===== src/inc/pc_stack_defs.svh =====
// constants for the program counter and return stack
`ifndef PC_STACK_DEFS_SVH
`define PC_STACK_DEFS_SVH
`define PC_WIDTH 13
`define PC_LOW_JUMP_BITS 12
`define STACK_DEPTH 8
`define STACK_PTR_WIDTH 3
`define PAGE_BIT_POS 7
`define RESET_VECTOR 13'h0000
`define VEC_GROUP_A 13'h0006
`define VEC_GROUP_B 13'h0007
`endif


===== src/inc/pc_stack_pkg.sv =====
// types shared by the program counter and return stack
package pc_stack_pkg;
   // sequencing operation requested by the decoder for one executed instruction
   typedef enum logic [2:0]
   {
      OP_NONE = 3'b000,
      OP_STEP = 3'b001,
      OP_JUMP = 3'b010,
      OP_CALL = 3'b011,
      OP_RET = 3'b100,
      OP_RETLIT = 3'b101,
      OP_LOWWR = 3'b110
   } seq_op_t;
endpackage : pc_stack_pkg


===== src/rtl/program_counter_call_stack.sv =====
// program counter and eight-level hardware return stack
`timescale 1ns/1ps
`default_nettype none
`include "pc_stack_defs.svh"
module program_counter_call_stack
(
   input wire logic CLK_I,
   input wire logic RST_I,
   input wire logic EXEC_I,
   input wire pc_stack_pkg::seq_op_t OP_I,
   input wire logic [13:0] INSTR_I,
   input wire logic PROGRAM_PAGE_BIT_I,
   input wire logic [7:0] LOW_BYTE_I,
   input wire logic IRQ_ACCEPT_I,
   input wire logic IRQ_GROUP_B_I,
   output logic [12:0] PC_O,
   output logic [7:0] WREG_DATA_O,
   output logic WREG_LOAD_O
);
   import pc_stack_pkg::*;

   logic [12:0] pc_q;
   logic [12:0] pc_d;
   logic [12:0] stack_q [0:`STACK_DEPTH-1];
   logic [12:0] stack_d [0:`STACK_DEPTH-1];
   logic [2:0] sp_q;
   logic [2:0] sp_d;
   logic [7:0] wdata_q;
   logic [7:0] wdata_d;
   logic wload_q;
   logic wload_d;
   logic [12:0] top_entry;

   // pointer step with natural 3-bit wrap
   function automatic logic [2:0] ptr_step(input logic [2:0] p, input logic up);
      ptr_step = up ? 3'(p + 3'h1) : 3'(p - 3'h1);
   endfunction : ptr_step

   // top of stack is the entry below the write pointer
   assign top_entry = stack_q[ptr_step(sp_q, 1'b0)];

   // next-state: counter, stack and working-register load
   always_comb
   begin
      pc_d = pc_q;
      sp_d = sp_q;
      wdata_d = wdata_q;
      wload_d = 1'b0;
      for (int i = 0; i < `STACK_DEPTH; i++)
      begin
         stack_d[i] = stack_q[i];
      end
      if (IRQ_ACCEPT_I)
      begin
         // interrupt entry saves the current counter value pc_q, not incremented
         stack_d[sp_q] = pc_q;
         sp_d = ptr_step(sp_q, 1'b1);
         pc_d = IRQ_GROUP_B_I ? `VEC_GROUP_B : `VEC_GROUP_A;
      end
      else if (EXEC_I)
      begin
         case (OP_I)
            OP_STEP:
            begin
               pc_d = 13'(pc_q + 13'h0001);
            end
            OP_JUMP:
            begin
               pc_d = {PROGRAM_PAGE_BIT_I, INSTR_I[11:0]};
            end
            OP_CALL:
            begin
               stack_d[sp_q] = 13'(pc_q + 13'h0001);
               sp_d = ptr_step(sp_q, 1'b1);
               pc_d = {PROGRAM_PAGE_BIT_I, INSTR_I[11:0]};
            end
            OP_RET:
            begin
               pc_d = top_entry;
               sp_d = ptr_step(sp_q, 1'b0);
            end
            OP_RETLIT:
            begin
               pc_d = top_entry;
               sp_d = ptr_step(sp_q, 1'b0);
               wdata_d = INSTR_I[7:0];
               wload_d = 1'b1;
            end
            OP_LOWWR:
            begin
               pc_d = {pc_q[12:8], LOW_BYTE_I};
            end
            default:
            begin
               pc_d = pc_q;
            end
         endcase
      end
   end

   // registers; stack has no program or data path, only these ops reach it
   always_ff @(posedge CLK_I)
   begin
      if (RST_I)
      begin
         pc_q <= `RESET_VECTOR;
         sp_q <= 3'h0;
         wdata_q <= 8'h00;
         wload_q <= 1'b0;
         for (int i = 0; i < `STACK_DEPTH; i++)
         begin
            stack_q[i] <= 13'h0000;
         end
      end
      else
      begin
         pc_q <= pc_d;
         sp_q <= sp_d;
         wdata_q <= wdata_d;
         wload_q <= wload_d;
         for (int i = 0; i < `STACK_DEPTH; i++)
         begin
            stack_q[i] <= stack_d[i];
         end
      end
   end

   assign PC_O = pc_q;
   assign WREG_DATA_O = wdata_q;
   assign WREG_LOAD_O = wload_q;

   // checks
   AST_STEP: assert property (@(posedge CLK_I) disable iff (RST_I)
      (EXEC_I && !IRQ_ACCEPT_I && OP_I == OP_STEP) |=> PC_O == 13'($past(PC_O) + 13'h0001))
      else $error("pc did not step by one");
   AST_JUMP: assert property (@(posedge CLK_I) disable iff (RST_I)
      (EXEC_I && !IRQ_ACCEPT_I && OP_I == OP_JUMP) |=> PC_O == {$past(PROGRAM_PAGE_BIT_I), $past(INSTR_I[11:0])})
      else $error("jump target wrong");
   AST_CALL_RET: assert property (@(posedge CLK_I) disable iff (RST_I)
      (EXEC_I && !IRQ_ACCEPT_I && OP_I == OP_CALL) ##1 (EXEC_I && !IRQ_ACCEPT_I && OP_I == OP_RET)
      |=> PC_O == 13'($past(PC_O, 2) + 13'h0001))
      else $error("return did not restore call address");
   AST_LOWWR: assert property (@(posedge CLK_I) disable iff (RST_I)
      (EXEC_I && !IRQ_ACCEPT_I && OP_I == OP_LOWWR) |=> PC_O[12:8] == $past(PC_O[12:8]) && PC_O[7:0] == $past(LOW_BYTE_I))
      else $error("low byte write disturbed high bits");
   AST_PUSH: assert property (@(posedge CLK_I) disable iff (RST_I)
      (IRQ_ACCEPT_I || (EXEC_I && OP_I == OP_CALL)) |=> sp_q == 3'($past(sp_q) + 3'h1))
      else $error("push did not advance pointer");
   AST_POP: assert property (@(posedge CLK_I) disable iff (RST_I)
      (!IRQ_ACCEPT_I && EXEC_I && (OP_I == OP_RET || OP_I == OP_RETLIT)) |=> sp_q == 3'($past(sp_q) - 3'h1))
      else $error("pop count wrong");
   AST_VEC_A: assert property (@(posedge CLK_I) disable iff (RST_I)
      (IRQ_ACCEPT_I && !IRQ_GROUP_B_I) |=> PC_O == 13'h0006)
      else $error("group a vector wrong");
   AST_VEC_B: assert property (@(posedge CLK_I) disable iff (RST_I)
      (IRQ_ACCEPT_I && IRQ_GROUP_B_I) |=> PC_O == 13'h0007)
      else $error("group b vector wrong");
   AST_RESET: assert property (@(posedge CLK_I)
      RST_I |=> PC_O == 13'h0000 && sp_q == 3'h0)
      else $error("reset vector wrong");
   AST_RETLIT: assert property (@(posedge CLK_I) disable iff (RST_I)
      (EXEC_I && !IRQ_ACCEPT_I && OP_I == OP_RETLIT) |=> WREG_LOAD_O && WREG_DATA_O == $past(INSTR_I[7:0]))
      else $error("literal not delivered");
   AST_LOAD_PULSE: assert property (@(posedge CLK_I) disable iff (RST_I)
      WREG_LOAD_O |-> $past(EXEC_I && !IRQ_ACCEPT_I && OP_I == OP_RETLIT))
      else $error("working register load without literal return");
endmodule : program_counter_call_stack
`default_nettype wire


===== config.mk =====
export PLATFORM = sky130hd
export DESIGN_NAME = program_counter_call_stack
export DESIGN_NICKNAME = d
export VERILOG_FILES = /design/src/inc/pc_stack_pkg.sv /design/src/rtl/program_counter_call_stack.sv
export VERILOG_INCLUDE_DIRS = /design/src /design/src/inc
export SDC_FILE = /design/constraint.sdc
export NUM_CORES = 1
export LEC_CHECK = 0
export ABC_AREA = 1
export BUFFER_PORTS_ARGS = -buffer_cell sky130_fd_sc_hd__buf_2
export CORE_MARGIN = 2
export CORE_UTILIZATION = 60
export DETAILED_ROUTE_END_ITERATION = 7
export GPL_TIMING_DRIVEN = 0
export MAX_ROUTING_LAYER = met4
export PLACE_DENSITY = 0.86
export SETUP_SLACK_MARGIN = 0.4
export SLEW_MARGIN = 20
export SYNTH_ARGS = -nofsm -noshare
export SYNTH_HDL_FRONTEND = slang
export SYNTH_SLANG_ARGS = --single-unit

===== constraint.sdc =====
create_clock -name CLK_I -period 2.9 [get_ports CLK_I]
set_input_delay 0.145 -clock CLK_I [delete_from_list [all_inputs] [get_ports CLK_I]]
set_output_delay 0.145 -clock CLK_I [all_outputs]
set_load 0.01 [all_outputs]

==> impl_metrics.tcl <==
set metrics [dict create \
    status "finished with violations" \
    failed_checks "hold timing" \
    pin_count 53 \
    postSynthNetCount 1046 \
    dpl.hpwl_mm 14.8 \
    vias_per_cell 5.91 \
    crit_cells 12 \
    grt.overflow.total 0 \
    ys_seq_elements 129 \
    dr.pass1.iters 6 \
    crit_family "buffers and inverters" \
    ys_types 35 \
    async_flop_share 0 \
    cpMostUsedCell "nand3_1" \
    switchingPower_uw 1510 \
    synthCells 1010 \
    ctsHtreeMaxLevel 4 \
    hold_depth 3 \
    clock_latency_ns 0.43 \
    intPower_uw 3470 \
    cts_sinks 129 \
    max_clock_freq_ghz 0.422 \
    die_w_um 110 \
    path_clk_slew_ns 0.06 \
    synth_edf_count 0 \
    hold_viol 1 \
    clockBufferDepth 2 \
    placed_cells 1199 \
    diodes 0 \
    cp.arrival_ns 2.72 \
    portBuffers 49 \
    dieHeight_um 110 \
    fin_crit_sh 0.817 \
    relSlewSlack 0.542 \
    syn-cell-area_sq_mm 0.00680 \
    holdWs_ns -0.00968 \
    cellPowerDensity_mw_per_mm2 634 \
    totalWireLength_mm 20.7 \
    worst_slew_pin_slew_ns 0.683 \
    placed_area_sq_mm 0.00722 \
    pre_cts_ws_ns 0.132 \
    slowest_stage "dfxtp_1" \
    crit_chain "buf_6, inv_4, buf_2, ha_1, clkbuf_4, clkbuf_4, nand3_1, nand3_1, nand3_1, nand2_1, nand3_1, a21oi_1" \
    crit_fanout 10 \
    critPathMaxStageDelay_ns 0.35 \
    ir_worst_vdd_mv 0.513 \
    final_common_cell "nand2_1" \
    cts_tree "built" \
    endpoint_kind "flip-flop" \
    drv_slew 0 \
    place_congestion 0.936 \
    setup_tns_ns 0 \
    die_area_sq_mm 0.0122 \
    seqPwrFrac 0.384 \
    drtIter0Drc 879 \
    wl_per_cell_um 16.8 \
    ys_seq_area_frac 0.380 \
    drtAntennaViolNets 0 \
    fin_cells 1234 \
    p_clk_frac 0.423 \
    skew_ns 0.00711 \
    root_buffer "clkbuf_16" \
    crit_path_start_kind "flip-flop" \
    required_ns 3.25 \
    crit_buf_inv 5 \
    drc 0 \
    setup_viol 0 \
    cts_buffers 17 \
    vias 7290 \
    rsz0062_at_grt "no" \
    reg2reg_depth 12 \
    floorplan.initialDensity 0.622 \
    grt_use_total 0.346 \
    fin_crit_ns 2.37 \
    nFillCells 930 \
    grt_pass1_vias 6702 \
    criticalPathCategory "reg2reg" \
    setup_ws_ns 0.530 \
    rows 38 \
    grt_pass1_wl_mm 33.2 \
    fin_nets 1117 \
    yosysWarnings 0 \
    switching_share 0.303 \
    pwr-share-comb 0.194 \
    areaGrowthSynthToFinish_pct 15.5 \
    hold_class "in2reg" \
    ys.flop_type "dfxtp_1" \
    mostFrequentLayoutCells "nand2_1, inv_1, dfxtp_1, nand3_1, a21oi_1" \
    postLayoutCellArea_sq_mm 0.00786 \
    grt_max_degree 17 \
    antenna_found_initial 0 \
    synth_area_per_cell_sq_um 6.74 \
    leakage_uw 0.00365 \
    drive_above_1_share 0.140 \
    core_sq_mm 0.0109 \
    maxCapViolations 0 \
]
registers in the layout, indices dropped and copies added, names as in the netlist:
| name | flops |
|---|---|
| WREG_LOAD_O | 1 |
| WREG_DATA_O | 8 |
| sp_q | 3 |
| PC_O | 13 |
| stack_q | 104 |
power groups by stage:
stage	Sequential (uW)	Combinational, uW	Clock [uW]
after floorplan	1940	635	0
after global placement	1940	877	0
after detailed placement	1950	895	0
after CTS	1910	916	2090
after global routing	1920	1060	2180
final	1910	965	2100
timing repair:
action / CTS / global route
hold buffers: 3 / 0
gates resized for setup: 5 / 9
setup buffers: 0 / 0
hold endpoints to repair: 3 / 0
pin swaps: 0 / 0
endpoints found under the setup margin: 13 / 11
synthesized netlist by cell type, types with 6 or more instances:
master / n / area [sq um]
a21oi_1: 103 / 515
buf_1: 6 / 22.5
buf_2: 18 / 90.1
buf_4: 9 / 67.6
buf_6: 8 / 90.1
clkbuf_1: 18 / 67.6
dfxtp_1: 129 / 2580
inv_1: 137 / 514
inv_2: 11 / 41.3
nand2_1: 176 / 661
nand3_1: 124 / 621
nand4_1: 7 / 43.8
nor2_1: 91 / 342
o211ai_1: 32 / 240
o21ai_0: 73 / 365
o21ai_1: 23 / 115
cell type report:
cell class | instances | area (sq um) | area share
well taps | 140 | 175 | 0.0223
clock buffers | 21 | 460 | 0.0586
repair buffers | 52 | 275 | 0.0350
clock inverters | 11 | 113 | 0.0143
plain buffers | 59 | 354 | 0.0450
inverters | 150 | 568 | 0.0723
multi-input cells | 672 | 3330 | 0.424
flip-flops and latches | 129 | 2580 | 0.329
metal layers:
layer  global-route usage  share of wire  up-vias
met4                0.150          0.035        0
met5                    -              0        -
met3               0.0675           0.12       81
met1                0.453           0.41     3297
li1                     -              -     3449
met2                0.524           0.44      463
worst paths after layout:
kind,endpoint,start,slack [ns]
worst max-delay path,PC_O[12]$_SDFFE_PP0P_,sp_q[0]$_SDFFE_PP0P_,0.53
worst min-delay path,WREG_DATA_O[0]$_SDFFE_PP0P_,INSTR_I[0],-0.01
worst max register to register,PC_O[12]$_SDFFE_PP0P_,sp_q[0]$_SDFFE_PP0P_,0.53
worst min register to register,stack_q[2][2]$_SDFFE_PP0P_,stack_q[2][2]$_SDFFE_PP0P_,0.45
per-stage QoR:
step / utilization / hold WS (ns) / total power [uW]
2_1_floorplan: - / 0.312 / 2570
4_1_cts: 0.716 / 0.000734 / 4910
3_5_place_dp: 0.661 / 0.417 / 2840
5_1_grt: 0.719 / 0.0230 / 5150
3_3_place_gp: 0.661 / 0.409 / 2820
6_report: 0.719 / -0.00968 / 4980
cells by family after synthesis:
| kind of cell | after synthesis | share of synthesized area |
|---|---|---|
| AO/OA/AOI/OAI | 242 | 0.195 |
| XOR/XNOR | 9 | 0.0116 |
| adder cells (fa/ha/maj) | 5 | 0.00920 |
| buffers and inverters | 209 | 0.133 |
| flip-flops | 129 | 0.380 |
| AND/OR/NAND/NOR | 416 | 0.272 |
worst register-to-register path: stages (launching register included):
cell and delay (ns):
dfxtp_1 0.35, buf_6 0.18, inv_4 0.08, buf_2 0.20, ha_1 0.29, clkbuf_4 0.22, clkbuf_4 0.29, nand3_1 0.11
nand3_1 0.12, nand3_1 0.15, nand2_1 0.11, nand3_1 0.08, a21oi_1 0.13
(Power assumes the default switching activity.)
